<file path="config.mk">
export PLATFORM = sky130hd
export DESIGN_NAME = ddr_phy_clock_reset_write_port
export DESIGN_NICKNAME = d
export VERILOG_FILES = /design/src/logic/ddr_phy_pkg.sv /design/src/logic/ddr_phy_clock_reset_write_port.sv
export SDC_FILE = /design/constraint.sdc
export NUM_CORES = 1
export LEC_CHECK = 0
export BUFFER_PORTS_ARGS = -buffer_cell sky130_fd_sc_hd__buf_2
export CORE_AREA = 2 2 399 401
export DETAILED_ROUTE_END_ITERATION = 10
export DIE_AREA = 0 0 401 403
export SLEW_MARGIN = 0
export SYNTH_ARGS = -nofsm -noshare
export SYNTH_HDL_FRONTEND = slang
export SYNTH_SLANG_ARGS = --single-unit
export TNS_END_PERCENT = 5
</file>
<file path="constraint.sdc">
create_clock -name clk_sys -period 3.7 [get_ports clk_sys]
set_input_delay 0.74 -clock clk_sys [delete_from_list [all_inputs] [get_ports clk_sys]]
set_output_delay 0.74 -clock clk_sys [all_outputs]
set_load 0.05 [all_outputs]
</file>
<file path="src/logic/ddr_phy_pkg.sv">
package ddr_phy_pkg;

   // ==========================================================
   // widths
   localparam int MEMORY_DATA_WIDTH = 8;     // data pins
   localparam int MEMORY_MASK_WIDTH = 1;     // mask pins
   localparam int DQS_GROUPS        = 1;     // strobe groups
   localparam int RATE_RATIO        = 4;     // data beats per controller cycle
   localparam int HALF_RATIO        = RATE_RATIO / 2;
   localparam int COMMAND_BITS      = 24;    // address/command bits covered by parity
   localparam int FIFO_DEPTH        = 32;    // write buffer words

   // ==========================================================
   // timing counts, in system clock cycles except LOCK_EDGES, which counts reference edges
   localparam int LOCK_EDGES        = 16;    // reference edges before lock
   localparam int LOCK_LOSS_CYCLES  = 64;    // reference silence that drops lock
   localparam int SOFT_HOLD_CYCLES  = 8;     // phy hold after a soft reset edge
   localparam int SCAN_HALF_CYCLES  = 8;     // scan clock half period

   // ==========================================================
   // options and reset values
   localparam bit REGISTERED_DIMM   = 1'b1;  // parity pins in use
   localparam logic [1:0] PHASE_RESET = 2'h0;

   // one controller-cycle write word, carried through the buffer
   typedef struct packed {
      logic [DQS_GROUPS*HALF_RATIO-1:0]          dqsBurst;
      logic [DQS_GROUPS*HALF_RATIO-1:0]          writeValid;
      logic [MEMORY_MASK_WIDTH*RATE_RATIO-1:0]   controllerWriteMask;
      logic [MEMORY_DATA_WIDTH*RATE_RATIO-1:0]   writeData;
   } write_word_t;

   // memory-side write pins for one beat; enables are active low
   typedef struct packed {
      logic [MEMORY_DATA_WIDTH-1:0] dq;
      logic [MEMORY_DATA_WIDTH-1:0] dqOeN;
      logic [MEMORY_MASK_WIDTH-1:0] dm;
      logic [MEMORY_MASK_WIDTH-1:0] dmOeN;
      logic [DQS_GROUPS-1:0]        dqs;
      logic [DQS_GROUPS-1:0]        dqsN;
      logic [DQS_GROUPS-1:0]        dqsOeN;
   } write_pins_t;

   typedef enum logic [1:0] {
      PHY_HOLD      = 2'b00,
      PHY_WAIT_LOCK = 2'b01,
      PHY_RUN       = 2'b10
   } phy_state_t;

endpackage

</file>
<file path="src/logic/ddr_phy_clock_reset_write_port.sv">
// ==========================================================
// write buffer: flip-flop storage, honest full and empty
module write_fifo #(
   parameter int WIDTH = 8,
   parameter int DEPTH = 32
) (
   input  wire logic             clk_sys,
   input  wire logic             rst_n,
   input  wire logic             inValid,
   input  wire logic [WIDTH-1:0] inData,
   output logic                  inReady,
   output logic                  outValid,
   output logic [WIDTH-1:0]      outData,
   input  wire logic             outReady
);
   localparam int AW = $clog2(DEPTH);
   logic [WIDTH-1:0] mem_q [DEPTH];   // storage, no reset needed
   logic [AW-1:0]    wrPtr_q;         // next slot to fill
   logic [AW-1:0]    rdPtr_q;         // oldest word
   logic [AW:0]      count_q;         // words held
   logic [AW:0]      count_d;
   logic             ready_q;         // room for one more word, a flop so ready leaves straight from it
   logic             empty_q;
   logic             push;
   logic             pop;
   assign push     = inValid & ready_q;
   assign pop      = outReady & ~empty_q;
   assign inReady  = ready_q;
   assign outValid = ~empty_q;
   assign outData  = mem_q[rdPtr_q];
   assign count_d  = count_q + (AW+1)'(push) - (AW+1)'(pop);
   // storage write
   always_ff @(posedge clk_sys) begin
      if (push) begin
         mem_q[wrPtr_q] <= inData;
      end
   end
   // pointers and occupancy; flags registered so ready is a flop
   always_ff @(posedge clk_sys or negedge rst_n) begin
      if (!rst_n) begin
         wrPtr_q <= '0;
         rdPtr_q <= '0;
         count_q <= '0;
         ready_q <= 1'b1;
         empty_q <= 1'b1;
      end else begin
         if (push) begin
            wrPtr_q <= wrPtr_q + AW'(1);
         end
         if (pop) begin
            rdPtr_q <= rdPtr_q + AW'(1);
         end
         count_q <= count_d;
         ready_q <= (count_d != (AW+1)'(DEPTH));
         empty_q <= (count_d == '0);
      end
   end
endmodule // write_fifo
// ==========================================================
// clock, reset and write port of the memory phy
module ddr_phy_clock_reset_write_port (
   input  wire logic                                        clk_sys,
   input  wire logic                                        rst_n,
   input  wire logic                                        pllRefClk,
   input  wire logic                                        softResetN,
   output logic                                             resetRequestN,
   output logic                                             ctlClk,
   output logic                                             ctlResetN,
   output logic                                             auxHalfRateClk,
   output logic                                             auxFullRateClk,
   output logic                                             auxScanClk,
   output logic                                             auxScanResetN,
   input  wire ddr_phy_pkg::write_word_t                    ctlWrite,
   output logic                                             ctlWriteReady,
   input  wire logic [ddr_phy_pkg::COMMAND_BITS-1:0]        controllerCommand,
   output ddr_phy_pkg::write_pins_t                         memWrite,
   output logic                                             memClk,
   output logic                                             memClkN,
   output logic                                             memClkOeN,
   input  wire logic                                        memClkIn,
   output logic                                             clockFeedbackSeen,
   output logic                                             commandParityOut,
   output logic                                             parityErrorN,
   input  wire logic                                        memErrOutN
);
   localparam int DW = ddr_phy_pkg::MEMORY_DATA_WIDTH;
   localparam int MW = ddr_phy_pkg::MEMORY_MASK_WIDTH;
   // ==========================================================
   // input synchronisers; first stage read only by the second
   logic [2:0] refSync_q;     // reference clock, third stage for edges
   logic [2:0] softSync_q;    // soft reset, third stage for edges
   logic [2:0] fbSync_q;      // memory clock feedback
   logic [1:0] errSync_q;     // parity error from the module
   logic       refRise;
   logic       softFall;
   // synchronise every pin input through two flops
   always_ff @(posedge clk_sys or negedge rst_n) begin
      if (!rst_n) begin
         refSync_q  <= '0;
         softSync_q <= 3'h7;
         fbSync_q   <= '0;
         errSync_q  <= 2'h3;
      end else begin
         refSync_q  <= {refSync_q[1:0], pllRefClk};
         softSync_q <= {softSync_q[1:0], softResetN};
         fbSync_q   <= {fbSync_q[1:0], memClkIn};
         errSync_q  <= {errSync_q[0], memErrOutN};
      end
   end
   assign refRise  = refSync_q[1] & ~refSync_q[2];
   assign softFall = softSync_q[2] & ~softSync_q[1];   // edge, not level
   // ==========================================================
   // clock generator lock model
   logic [4:0] lockEdges_q;   // reference edges seen
   logic [6:0] refIdle_q;     // cycles since last reference edge
   logic       pllLocked_q;   // lock indication, also the reset request

   // count reference edges to lock; silence drops lock.
   // global reset and reference silence clear this, never the soft reset
   always_ff @(posedge clk_sys or negedge rst_n) begin
      if (!rst_n) begin
         lockEdges_q <= '0;
         refIdle_q   <= '0;
         pllLocked_q <= 1'b0;
      end else if (refIdle_q == 7'(ddr_phy_pkg::LOCK_LOSS_CYCLES - 1)) begin
         // reference gone: start acquiring again
         lockEdges_q <= '0;
         refIdle_q   <= '0;
         pllLocked_q <= 1'b0;
      end else if (refRise) begin
         refIdle_q <= '0;
         if (lockEdges_q != 5'(ddr_phy_pkg::LOCK_EDGES)) begin
            lockEdges_q <= lockEdges_q + 5'h01;
         end
         pllLocked_q <= (lockEdges_q >= 5'(ddr_phy_pkg::LOCK_EDGES - 1));
      end else begin
         refIdle_q <= refIdle_q + 7'h01;
      end
   end

   // request is the lock flop itself, low while acquiring
   assign resetRequestN = pllLocked_q;
   // ==========================================================
   // derived clocks: memory clock = sys/2, half rate = sys/4
   logic [1:0] phase_q;          // beat within the controller cycle
   logic [1:0] phaseNext;
   logic       ctlTick;          // last sys cycle before ctlClk rises
   logic       ctlClk_q;
   logic       auxHalf_q;
   logic       memClk_q;
   logic       auxFull_q;

   assign phaseNext = phase_q + 2'h1;
   assign ctlTick   = (phase_q == 2'h3);

   // both half-rate outputs share one equation so they stay identical
   always_ff @(posedge clk_sys or negedge rst_n) begin
      if (!rst_n) begin
         phase_q   <= ddr_phy_pkg::PHASE_RESET;
         ctlClk_q  <= ~ddr_phy_pkg::PHASE_RESET[1];   // agrees with phase 0: no runt pulse after reset
         auxHalf_q <= ~ddr_phy_pkg::PHASE_RESET[1];
         memClk_q  <= 1'b0;
         auxFull_q <= 1'b0;
      end else begin
         phase_q   <= phaseNext;
         ctlClk_q  <= ~phaseNext[1];
         auxHalf_q <= ~phaseNext[1];
         memClk_q  <= ~phaseNext[0];
         auxFull_q <= ~phaseNext[0];
      end
   end

   assign ctlClk         = ctlClk_q;
   assign auxHalfRateClk = auxHalf_q;
   assign auxFullRateClk = auxFull_q;
   // ==========================================================
   // memory clock pins with feedback tracking
   logic memClkN_q;
   logic memClkOeN_q;
   logic fbSeen_q;

   // always driven; feedback edges mark the return path as alive
   always_ff @(posedge clk_sys or negedge rst_n) begin
      if (!rst_n) begin
         memClkN_q   <= 1'b1;
         memClkOeN_q <= 1'b0;
         fbSeen_q    <= 1'b0;
      end else begin
         memClkN_q   <= phaseNext[0];
         memClkOeN_q <= 1'b0;
         if (fbSync_q[1] != fbSync_q[2]) begin
            fbSeen_q <= 1'b1;
         end
      end
   end

   assign memClk            = memClk_q;
   assign memClkN           = memClkN_q;
   assign memClkOeN         = memClkOeN_q;
   assign clockFeedbackSeen = fbSeen_q;
   // ==========================================================
   // scan clock and its reset
   logic [2:0] scanDiv_q;
   logic       scanClk_q;
   logic       scanRise;
   logic       scanStage_q;
   logic       scanResetN_q;

   assign scanRise = (scanDiv_q == 3'(ddr_phy_pkg::SCAN_HALF_CYCLES - 1)) & ~scanClk_q;

   // slow divider for reconfiguration logic
   always_ff @(posedge clk_sys or negedge rst_n) begin
      if (!rst_n) begin
         scanDiv_q <= '0;
         scanClk_q <= 1'b0;
      end else if (scanDiv_q == 3'(ddr_phy_pkg::SCAN_HALF_CYCLES - 1)) begin
         scanDiv_q <= '0;
         scanClk_q <= ~scanClk_q;
      end else begin
         scanDiv_q <= scanDiv_q + 3'h1;
      end
   end

   // cleared at once by global reset, released on scan rising edges
   always_ff @(posedge clk_sys or negedge rst_n) begin
      if (!rst_n) begin
         scanStage_q  <= 1'b0;
         scanResetN_q <= 1'b0;
      end else if (scanRise) begin
         scanStage_q  <= 1'b1;
         scanResetN_q <= scanStage_q;
      end
   end

   assign auxScanClk    = scanClk_q;
   assign auxScanResetN = scanResetN_q;
   // ==========================================================
   // phy reset sequencing
   ddr_phy_pkg::phy_state_t phyState_q;
   logic [3:0]              holdCount_q;
   logic                    ctlResetN_q;

   // soft edge wins over everything; lock loss parks the phy
   always_ff @(posedge clk_sys or negedge rst_n) begin
      if (!rst_n) begin
         phyState_q  <= ddr_phy_pkg::PHY_HOLD;
         holdCount_q <= 4'(ddr_phy_pkg::SOFT_HOLD_CYCLES);
      end else if (softFall) begin
         phyState_q  <= ddr_phy_pkg::PHY_HOLD;
         holdCount_q <= 4'(ddr_phy_pkg::SOFT_HOLD_CYCLES);
      end else begin
         unique case (phyState_q)
            ddr_phy_pkg::PHY_HOLD: begin
               if (holdCount_q == 4'h0) begin
                  phyState_q <= ddr_phy_pkg::PHY_WAIT_LOCK;
               end else begin
                  holdCount_q <= holdCount_q - 4'h1;
               end
            end
            ddr_phy_pkg::PHY_WAIT_LOCK: begin
               if (pllLocked_q) begin
                  phyState_q <= ddr_phy_pkg::PHY_RUN;
               end
            end
            ddr_phy_pkg::PHY_RUN: begin
               if (!pllLocked_q) begin
                  phyState_q <= ddr_phy_pkg::PHY_WAIT_LOCK;
               end
            end
            default: begin
               phyState_q <= ddr_phy_pkg::PHY_HOLD;
            end
         endcase
      end
   end

   // drops at once, rises only with a controller clock edge
   always_ff @(posedge clk_sys or negedge rst_n) begin
      if (!rst_n) begin
         ctlResetN_q <= 1'b0;
      end else if (phyState_q != ddr_phy_pkg::PHY_RUN) begin
         ctlResetN_q <= 1'b0;
      end else if (ctlTick) begin
         ctlResetN_q <= 1'b1;
      end
   end

   assign ctlResetN = ctlResetN_q;
   // ==========================================================
   // write buffer; drain stalls while the phy is held
   ddr_phy_pkg::write_word_t fifoOut;
   logic                     fifoOutValid;
   logic                     fifoPush;
   logic                     fifoPop;

   // idle words are not stored, so a gap costs no buffer space
   assign fifoPush = ctlTick & ((|ctlWrite.writeValid) | (|ctlWrite.dqsBurst));
   assign fifoPop  = ctlTick & (phyState_q == ddr_phy_pkg::PHY_RUN);

   write_fifo #(
      .WIDTH ($bits(ddr_phy_pkg::write_word_t)),
      .DEPTH (ddr_phy_pkg::FIFO_DEPTH)
   ) writeBuffer (
      .clk_sys  (clk_sys),
      .rst_n    (rst_n),
      .inValid  (fifoPush),
      .inData   (ctlWrite),
      .inReady  (ctlWriteReady),
      .outValid (fifoOutValid),
      .outData  (fifoOut),
      .outReady (fifoPop)
   );
   // ==========================================================
   // serialiser: one word over four beats
   ddr_phy_pkg::write_word_t curWord_q;
   logic                     wordLive_q;
   ddr_phy_pkg::write_pins_t pins_q;

   // load at the controller tick, then play beats 0..3
   always_ff @(posedge clk_sys or negedge rst_n) begin
      if (!rst_n) begin
         curWord_q  <= '0;
         wordLive_q <= 1'b0;
      end else if (fifoPop) begin
         curWord_q  <= fifoOut;
         wordLive_q <= fifoOutValid;
      end
   end

   // pins follow the beat; each half has its own valid and burst bit
   always_ff @(posedge clk_sys or negedge rst_n) begin
      if (!rst_n) begin
         pins_q <= '{dq: '0, dqOeN: '1, dm: '0, dmOeN: '1, dqs: '0, dqsN: '1, dqsOeN: '1};
      end else begin
         pins_q.dq     <= curWord_q.writeData[phase_q*DW +: DW];
         pins_q.dm     <= curWord_q.controllerWriteMask[phase_q*MW +: MW];
         pins_q.dqOeN  <= {DW{~(wordLive_q & curWord_q.writeValid[phase_q[1]])}};
         pins_q.dmOeN  <= {MW{~(wordLive_q & curWord_q.writeValid[phase_q[1]])}};
         pins_q.dqsOeN <= ~(wordLive_q & curWord_q.dqsBurst[phase_q[1]]);
         pins_q.dqs    <= ~phase_q[0];
         pins_q.dqsN   <= phase_q[0];
      end
   end

   assign memWrite = pins_q;
   // ==========================================================
   // parity for registered modules only
   logic parityOut_q;
   logic parityErrN_q;

   // parity of each command word; error flag sticky until phy reset
   always_ff @(posedge clk_sys or negedge rst_n) begin
      if (!rst_n) begin
         parityOut_q  <= 1'b0;
         parityErrN_q <= 1'b1;
      end else begin
         if (ctlTick) begin
            parityOut_q <= ddr_phy_pkg::REGISTERED_DIMM & (^controllerCommand);
         end
         if (ddr_phy_pkg::REGISTERED_DIMM && !errSync_q[1]) begin
            parityErrN_q <= 1'b0;   // set beats the clear
         end else if (phyState_q == ddr_phy_pkg::PHY_HOLD) begin
            parityErrN_q <= 1'b1;
         end
      end
   end

   assign commandParityOut = parityOut_q;
   assign parityErrorN     = parityErrN_q;
endmodule // ddr_phy_clock_reset_write_port

</file>
# ---- After elaboration in Yosys (flattened, before gate mapping)
# Memory sizes are Yosys's and may differ from the RTL's. A register that Yosys moved wholly into a read port is not among the register bits.
# Cells that the tools add are included.
dict set report op_classes {
  addsub 9
  n_lt_le_gt_ge 2
  n_eq_ne 14
  shift 2
  n_mux 26
  bitwise_logic 19
  reduce_logical 14
}
# cell count
set op_table {}
lappend op_table {{$shiftx A32 B6 Y8} 1}
lappend op_table {{$reduce_xor A24 Y1} 1}
lappend op_table {{$add A5 B1 Y5 const B} 3}
lappend op_table {{$mux W5} 3}
lappend op_table {{$mux W7} 2}
lappend op_table {{$mux W1} 12}
lappend op_table {{$mux W4} 3}
lappend op_table {{$and A1 B1 Y1} 9}
lappend op_table {{$ne A3 B3 Y1 const B} 3}
lappend op_table {{$not A1 Y1} 9}
lappend op_table {{$mux W2} 4}
lappend op_table {{$reduce_bool A2 Y1} 4}
lappend op_table {{$add A7 B1 Y7 const B} 1}
lappend op_table {{$eq A7 B6 Y1 const B} 1}
lappend op_table {{$add A6 B1 Y6} 1}
lappend op_table {{$logic_not A6 Y1} 1}
lappend op_table {{$ne A6 B6 Y1 const B} 1}
lappend op_table {{$pmux W2 S3} 1}
lappend op_table {{$sub A6 B1 Y6} 1}
lappend op_table {{$ge A5 B4 Y1 const B} 1}
lappend op_table {{$ne A5 B5 Y1 const B} 1}
lappend op_table {{$eq A2 B2 Y1 const B} 2}
lappend op_table {{$logic_not A4 Y1} 1}
lappend op_table {{$ne A2 B2 Y1 const B} 2}
lappend op_table {{16 further kinds} 18}
dict set report totals {
  regBits 78
  mem_bits_rw 1280
  input_bits 70
  out_inout_bits 35
  n_memories 1
}
# name words width read_ports rd_clocked_by_memory_dff write_ports line_no
set memory_table {}
lappend memory_table {writeBuffer.mem_q 32 40 1 1 1 ddr_phy_clock_reset_write_port.sv:17} ;# logic [WIDTH-1:0] mem_q [DEPTH];

# ---- Longest topological paths before layout
# Gate-level depths: netlist of the first run.
dict set report logic_depth {
  ltp_word 7
  depth_mapped 15
  mapped_depth_nobuf 14
}

# ---- By module
# A second synthesis of the first run with hierarchy kept.
dict set report hier_totals {
  cells_unflattened 2592
  hier_area_um2 53467.5
}
# module n_inst cells_per_inst area_per_inst_um2 seq_area_each_um2
set by_module_without_submodules {}
lappend by_module_without_submodules {write_fifo 1 2219 49367.3 38889.8}
lappend by_module_without_submodules {ddr_phy_clock_reset_write_port 1 373 4100.2 2467.4}

# ---- Worst setup path after synthesis of the first run
# Ideal clock, no wire load.
dict set report synth_timing {
  kind {reg2reg}
  from {register writeBuffer.ready_q, in the netlist writeBuffer.inReady}
  to {memory writeBuffer.mem_q[31][0] (netlist bit) (enable)}
  setup_ns 0.438
  t_arrival_ns 3.169
  required_ns 3.262
  path_slack_ns 0.094
  stages_incl_launch_ff 6
  path_buffers 1
  path_cell_list {dfstp_2 -> nand2_1 -> nor2_1 -> nand2_1 -> clkbuf_1 -> nor2_1}
}
dict set report synth_between {
  elab_chain_cells 3
}
# item line_no
set synth_lines {}
lappend synth_lines {{start: declaration} ddr_phy_clock_reset_write_port.sv:22} ;# logic ready_q;
lappend synth_lines {{start signal: assignment} ddr_phy_clock_reset_write_port.sv:54} ;# ready_q <= (count_d != (AW+1)'(DEPTH));
lappend synth_lines {{$and A1 B1 Y1} ddr_phy_clock_reset_write_port.sv:26} ;# assign push = inValid & ready_q;
lappend synth_lines {{$mux W1} ddr_phy_clock_reset_write_port.sv:34} ;# if (push) begin
lappend synth_lines {{$mux W1 (not written as such)} ddr_phy_clock_reset_write_port.sv:35} ;# mem_q[wrPtr_q] <= inData;
lappend synth_lines {{end: declaration} ddr_phy_clock_reset_write_port.sv:17}
# Every way passes these cells.

# ---- Worst setup path in the final report of the first run
dict set report layout_timing {
  from {register phase_q[0]}
  to {register writeBuffer.empty_q}
}
dict set report layout_between {
  elab_chain_cells 6
  word_cells_on_any_way 8
}
# item line_no
set layout_lines {}
lappend layout_lines {{start: declaration} ddr_phy_clock_reset_write_port.sv:145} ;# logic [1:0] phase_q;
lappend layout_lines {{start signal: assignment} ddr_phy_clock_reset_write_port.sv:159} ;# phase_q <= ddr_phy_pkg::PHASE_RESET;
lappend layout_lines {{start signal: assignment} ddr_phy_clock_reset_write_port.sv:165} ;# phase_q <= phaseNext;
lappend layout_lines {{$eq A2 B2 Y1 *} ddr_phy_clock_reset_write_port.sv:154} ;# assign ctlTick = (phase_q == 2'h3);
lappend layout_lines {{$and A1 B1 Y1} ddr_phy_clock_reset_write_port.sv:297} ;# assign fifoPush = ctlTick & ((|ctlWrite.writeValid) | (|ctlWrite.dqsBurst));
lappend layout_lines {{$and A1 B1 Y1} ddr_phy_clock_reset_write_port.sv:26}
lappend layout_lines {{$add A6 B1 Y6} ddr_phy_clock_reset_write_port.sv:31} ;# assign count_d = count_q + (AW+1)'(push) - (AW+1)'(pop);
lappend layout_lines {{$sub A6 B1 Y6 *} ddr_phy_clock_reset_write_port.sv:31}
lappend layout_lines {{net writeBuffer.count_d[4]} ddr_phy_clock_reset_write_port.sv:21} ;# logic [AW:0] count_d;
lappend layout_lines {{$logic_not A6 Y1 *} ddr_phy_clock_reset_write_port.sv:55} ;# empty_q <= (count_d == '0);
lappend layout_lines {{end signal: assignment} ddr_phy_clock_reset_write_port.sv:55}
lappend layout_lines {{end: declaration} ddr_phy_clock_reset_write_port.sv:23} ;# logic empty_q;
# The timed path passes the listed nets; every way through them passes the cells marked *.
# A chain may end at the register's enable or synchronous reset.

==> impl_results.md, run 1 <==
- Outcome: completed
- Sequential-to-total area share from yosys stat: between 70% and 80%
- Yosys top cell by area: edfxtp_1
- Die footprint: ~160000 sq um
- PortBufs: roughly 100
- Post-synthesis cell area: around 55000 sq um
- Clock-pin slew of the registers on the worst-case setup and hold paths: about 0.060 ns
- Syn_nets: about 3000
- End point of the critical path: writeBuffer.empty_q
- H-Tree Level Count: 4
- Max Slew Vio Count: 0
- Std cell rows: roughly 150
- GR Util met1: approximately 23%
- Initial antenna violation count: 7
- Sink Count: approximately 1400
- Min Tclk post-route: ~2.9 ns
- Final setup margin: roughly 0.78 ns
- Peak supply drop: approximately 0.65 mV
- RSZ-0062 raised after global routing: no
- Total power: roughly 44 mW
- Via density: about 5.3
- Detailed Route WL: approximately 140 mm
- Fin. Hold Viols: 0
- CTS tree: done
- PwrDens: about 700 nW/um^2
- DR iter-0 viols: ~2600
- DR WL/cell: approximately 26 microns
- Met2 usage: a little over a quarter
- Post-DP HPWL: between 80 and 90 mm
- RD Place Congestion: 0.762
- Top cells by count, synth: 1280 x edfxtp_1, 640 x mux2i_1, 160 x a22oi_1
- Io pins: approximately 110
- R2R Path End: writeBuffer.empty_q
- WP data required: 4.41 ns
- Clock Skew: between 0.02 and 0.03 ns
- Max_cap viols: 0
- Layout cells sized above 1: 18.0%
- Via count of the first global-routing pass: 28300
- Crit path capture type: flip-flop
- Clock Tree Root: clkbuf_16
- Post-CTS setup buffer count: 0
- Via count: between 20000 and 30000
- Post-Syn Area per Cell: 18.3 sq um
- Nets@finish: about 3300
- Clk_lat worst skew: 0.79 ns
- Final ANT Viol Nets: 0
- Syn. warnings: 0
- Synth async-reset ratio: roughly 8.3%
- Leakage power: between 20 and 25 nW
- CP Launch Point: phase_q[0]
- Final setup viols: 0
- Gr busiest metal: met2
- Post-place setup slack: between 0.1 and 0.15 ns
- Gr usage total: 16.9%
- Reg area: 41400 sq um
- Setup CP Type: flip-flop to flip-flop
- Setup tns final: 0 ns
- Initial Utilization: a little over a third
- Slew @ Worst Pin: 1.08 ns
- Pin count of the biggest net entering global routing: 72
- FILL cells: between 10000 and 15000
- DIE HEIGHT: approximately 400 microns
- Final period util: about four fifths
- First-pass GRT wire length: 200 mm
- Number of buffers created by CTS: 145
- Synthesized flop and latch total: approximately 1400
- Top post-synthesis cells by area: edfxtp_1 70%, mux2i_1 12%, dfrtp_1 4.7%
- Crit-path max FO: 5
- DRT Pass-1 Iters: 5
- Post-synth EDFFs: about 1300
- CP Launch Type: flip-flop
- Gate Count Post-Synth: about 3000
- Clk buf depth: 3
- R2R cell count: 13
- Most common cell in the netlist: edfxtp_1
- Slew HR: ~28%
- GR Layer Usage met3: 3.63%
- HP Class: input pin to flip-flop
- Crit path DAT: 3.64 ns
- Total gr overflow: 0
- Origin of the critical flop-to-flop path: phase_q[0]
- Fin util: between 40 and 50%
- CORE AREA: roughly 160000 sq um
- Area growth from synthesis to layout: 16.2%
- Flop-to-flop setup slack: approximately 0.78 ns
- Top FF cell, synth: edfxtp_1
- Max Clk Rate: 342 MHz
- Distinct cell type count after synthesis: between 40 and 50
- Footprint of the multi-input gates: between 10000 and 15000 sq um
- Cts repair resizes: 0
- DRC violations left: 0
- Die W: between 400 and 500 microns
- Top-area cell type share of the netlist area: approximately 70%
==> through the flow <==
| stage | cells | instance area [sq um] | hold WS [ns] |
|---|---|---|---|
| after floorplan | 2987 | 54800 | 0.331 |
| after global placement | 5122 | 58900 | 0.333 |
| after global routing | 5388 | 63700 | 0.0283 |
| after detailed placement | 5122 | 58900 | 0.340 |
| after CTS | 5388 | 63700 | 0.00385 |
| final | 5389 | 63700 | 0.0612 |
==> worst max-delay path: stages, from the launching register on <==
cell and delay [ns]:
dfrtp_1 0.35, ha_1 0.24, nand2_1 0.16, nor2_1 0.39, ha_1 0.25, inv_1 0.06
fa_1 0.41, inv_1 0.08, a21o_1 0.10, a21oi_1 0.07, xnor2_1 0.15, nor4_1 0.31
buf_4 0.17, nor2b_1 0.12
==> routing by layer <==
| metal | up-vias | routed length [microns] |
|---|---|---|
| met5 | - | 59 |
| met3 | 200 | 9050 |
| met2 | 878 | 65300 |
| li1 | 12400 | - |
| met4 | 10 | 3390 |
| met1 | 14900 | 60500 |
==> worst min path at each step <==
stage	cells past startpoint	end	from
3_5_place_dp	0	fbSync_q[1]	fbSync_q[0]
6_report	1	softSync_q[0]	softResetN
3_3_place_gp	0	fbSync_q[1]	fbSync_q[0]
4_1_cts	1	softSync_q[0]	softResetN
5_1_grt	1	errSync_q[0]	memErrOutN
2_1_floorplan	0	fbSync_q[1]	fbSync_q[0]
==> repair_timing <==
action | 4_1_cts | 5_1_grt
hold endpoints to repair | 40 | 0
endpoints found under the setup margin | 0 | 0
hold buffers | 1 | 0
==> cell usage in the layout (no fill, tap or decap), drive strengths merged, types with 5 or more instances in the layout <==
cell type	synthesis	routed
clkinv	0	34
xnor2	38	38
o22ai	40	40
mux4	9	9
nand2	56	56
inv	21	30
dfrtp	102	102
buf	104	250
a22oi	160	160
a21oi	87	87
dfstp	14	14
edfxtp	1280	1280
o41ai	40	40
mux2i	640	640
xor2	9	9
ha	19	19
nor2	62	62
a22o	80	80
a221oi	80	80
nand2b	7	7
clkbuf	83	213
nand4	5	5
nor2b	6	6
bufinv	0	8
==> power breakdown <==
group          internal, mW  switching, mW  leakage [nW]
combinational          4.45           6.57          6.59
clock                  8.30           6.08          2.29
sequential             17.7          0.608          12.9
==> sequential cells by signal, summed over array words and instances, names as in the netlist, 2 cells and up <==
register             count
lockEdges_q              5
writeBuffer.count_q      6
fbSync_q                 3
errSync_q                2
phase_q                  2
refSync_q                3
writeBuffer.mem_q     1280
curWord_q               40
phyState_q               2
writeBuffer.rdPtr_q      5
scanDiv_q                3
holdCount_q              4
refIdle_q                7
softSync_q               3
writeBuffer.wrPtr_q      5
memWrite                12
==> logic make-up after synthesis <==
family,after synthesis,share of synthesized area [%]
simple gates,159,1.29
compound gates,503,7.75
other cells,1,0.00684
xor+xnor,47,0.751
flops,1396,75.5
buf+inv,208,2.13
mux,653,12.1
fa+ha+maj,20,0.470
==> cell type report <==
cell class,count,area share (%)
diodes,1,0.00393
clock buffers,213,6.40
clock inverters,52,1.01
inverters,21,0.124
multi-input cells,1383,19.7
flip-flops and latches,1396,65.0
well taps,2072,4.07
repair buffers,251,3.71
Power figures use the tool's default switching activity.
==> inputs of run 2 (changes only) <==
==> constraint.sdc (replaced) <==
create_clock -name clk_sys -period 3 [get_ports clk_sys]
set_input_delay 0.6 -clock clk_sys [delete_from_list [all_inputs] [get_ports clk_sys]]
set_output_delay 0.6 -clock clk_sys [all_outputs]
set_load 0.05 [all_outputs]
==> run 2 against run 1 <==
Against the previous run: via count increased by 0.55%; hold slack gained 0.065 ns; sequential share of layout area is 1.3 points lower; critical endpoint unchanged; highest routed layer unchanged.
==> impl_results.md, run 2 (synthesis results as in run 1) <==
- Setup CP Type: flip-flop to flip-flop
- Clk_lat worst skew: 0.78 ns (about the same)
- Total power: 54.2 mW (+24%)
- Max Slew Vio Count: 0 (unchanged)
- Via density: 5.22 (-0.83%)
- Via count: 28500 (+0.55%)
- PortBufs: 103 (unchanged)
- First-pass GRT wire length: 199 mm (-0.19%)
- CORE AREA: 157000 sq um (unchanged)
- RD Place Congestion: 0.776 (+1.9%)
- Hold WS: 0.126 ns (+0.0653 ns)
- Fin. Hold Viols: 0 (unchanged)
- Pin count of the biggest net entering global routing: 59 (-18%)
- Total gr overflow: 0 (unchanged)
- DR WL/cell: 25.1 microns (-2.3%)
- DIE HEIGHT: 403 microns (unchanged)
- Clock-pin slew of the registers on the worst-case setup and hold paths: 0.06 ns (about the same)
- Die W: 401 microns (unchanged)
- DR iter-0 viols: 2477 (-3.1%)
- Gr usage total: 16.8% (-0.11 points)
- Io pins: 105 (unchanged)
- Final period util: 90.0% (+11 points)
- Via count of the first global-routing pass: 28700 (+1.5%)
- Peak supply drop: 0.591 mV (-9.2%)
- Min Tclk post-route: 2.70 ns (-0.223 ns)
- Crit path DAT: 3.40 ns (-0.24 ns)
- Clock Tree Root: clkbuf_16
- Fin util: 41.2% (+0.80 points)
- Slew HR: 46.3% (+18 points)
- Final setup viols: 0 (unchanged)
- H-Tree Level Count: 4 (unchanged)
- Clock Skew: 0.0452 ns (+0.0200 ns)
- Crit path capture type: flip-flop
- Commonest non-fill, non-tap cell in the layout: edfxtp_1
- PwrDens: 835 nW/um^2 (+22%)
- Clk buf depth: 3 (unchanged)
- Initial antenna violation count: 9 (+2)
- Layout cells sized above 1: 19.9% (+1.9 points)
- CP Launch Type: flip-flop
- Max_cap viols: 0 (unchanged)
- Max Clk Rate: 370 MHz (+8.3%)
- Commonest cells after routing, fill and taps aside: 1280 x edfxtp_1, 640 x mux2i_1, 160 x a22oi_1
- Final ANT Viol Nets: 0 (unchanged)
- Std cell rows: 146 (unchanged)
- Sink Count: 1396 (unchanged)
- Area growth from synthesis to layout: 18.5%
- Nets@finish: 3354 (+2.0%)
- Metal3 WL: 8.07 mm (-11%)
- Die footprint: 162000 sq um (unchanged)
- HP Class: input pin to flip-flop
- RSZ-0062 raised after global routing: no
- Max FFs per register: 1280 (unchanged)
- DRC violations left: 0 (unchanged)
- Most flops, register: writeBuffer.mem_q
- Crit-path max FO: 2 (-3)
- Number of buffers created by CTS: 146 (+0.69%)
- Initial Utilization: 34.8% (unchanged)
- Post-DP HPWL: 82.8 mm (+1.5%)
- Outcome: completed
- DRT Pass-1 Iters: 5 (unchanged)
- CTS tree: done
- M1 WL: 59.3 mm (-2.0%)
- Slew @ Worst Pin: 0.806 ns (-0.270 ns)
- FILL cells: 13900 (-0.58%)
- Routed wl met2: 66.5 mm (+1.9%)
- Detailed Route WL: 137 mm (-0.90%)
- Leakage power: 22.3 nW (+2.4%)
- Top routing layer in use: met5
- WP data required: 3.70 ns (-0.71 ns)
==> run 2: critical path: stages (launching register included) <==
cell	delay [ns]
dfrtp_1	0.39
ha_1	0.21
nand3b_1	0.12
nor2_2	0.06
ha_1	0.28
inv_1	0.06
ha_1	0.16
inv_1	0.06
fa_1	0.40
inv_1	0.06
a21o_1	0.11
a21oi_1	0.08
xnor2_1	0.15
nor4_1	0.18
buf_4	0.15
nor2b_1	0.13
==> run 2: path summary, 6_finish.rpt <==
check	start	endpoint	slack [ns]	depth (start not counted)
max	phase_q[0]	writeBuffer.empty_q	0.30	15
min	ctlWrite[36]	writeBuffer.mem_q[4][36]	0.13	1
max reg2reg	phase_q[0]	writeBuffer.empty_q	0.30	15
min reg2reg	fbSync_q[0]	fbSync_q[1]	0.35	0
max in group asynchronous	rst_n	memWrite[3]	1.90	3
min in group asynchronous	rst_n	auxScanClk	0.36	2
==> run 2: through the flow <==
step | instance area (sq um) | instances | worst slack (ns) | TNS [ns]
floorplan | 54800 | 2987 | -0.606 | -704.90
global placement | 60100 | 5182 | -0.127 | -0.216
detailed placement | 60100 | 5182 | -0.0486 | -0.0486
CTS | 64900 | 5459 | 0.121 | 0
global route | 64900 | 5460 | 0.0197 | 0
finish | 64900 | 5464 | 0.300 | 0
==> run 2: layout make-up <==
| type | instances | area (sq um) | share of cell area, % |
|---|---|---|---|
| timing repair buffer | 316 | 3550 | 5.46 |
| sequential | 1396 | 41400 | 63.7 |
| inverter | 21 | 78.8 | 0.121 |
| multi-input combinational | 1383 | 12600 | 19.3 |
| clock buffer | 180 | 3910 | 6.02 |
| antenna | 4 | 10.0 | 0.0154 |
| tap | 2072 | 2590 | 3.99 |
| clock inverter | 92 | 877 | 1.35 |
==> run 2: what timing repair did <==
action	4_1_cts	5_1_grt
buffers inserted	0	1
setup endpoints to repair	0	2
endpoints found under the hold margin	48	0
resized for setup	0	1
hold buffers	5	0
==> run 2: where the power goes <==
group	internal, mW	switching, mW	total, mW
sequential	21.8	0.738	22.6
clock	10.0	7.71	17.7
combinational	5.81	8.14	13.9
==> run 2: layer usage <==
metal | vias up | track usage, %
met3 | 197 | 2.79
met1 | 14900 | 22.8
met2 | 831 | 27.6
met5 | - | 0
li1 | 12600 | -
met4 | 2 | 4.93
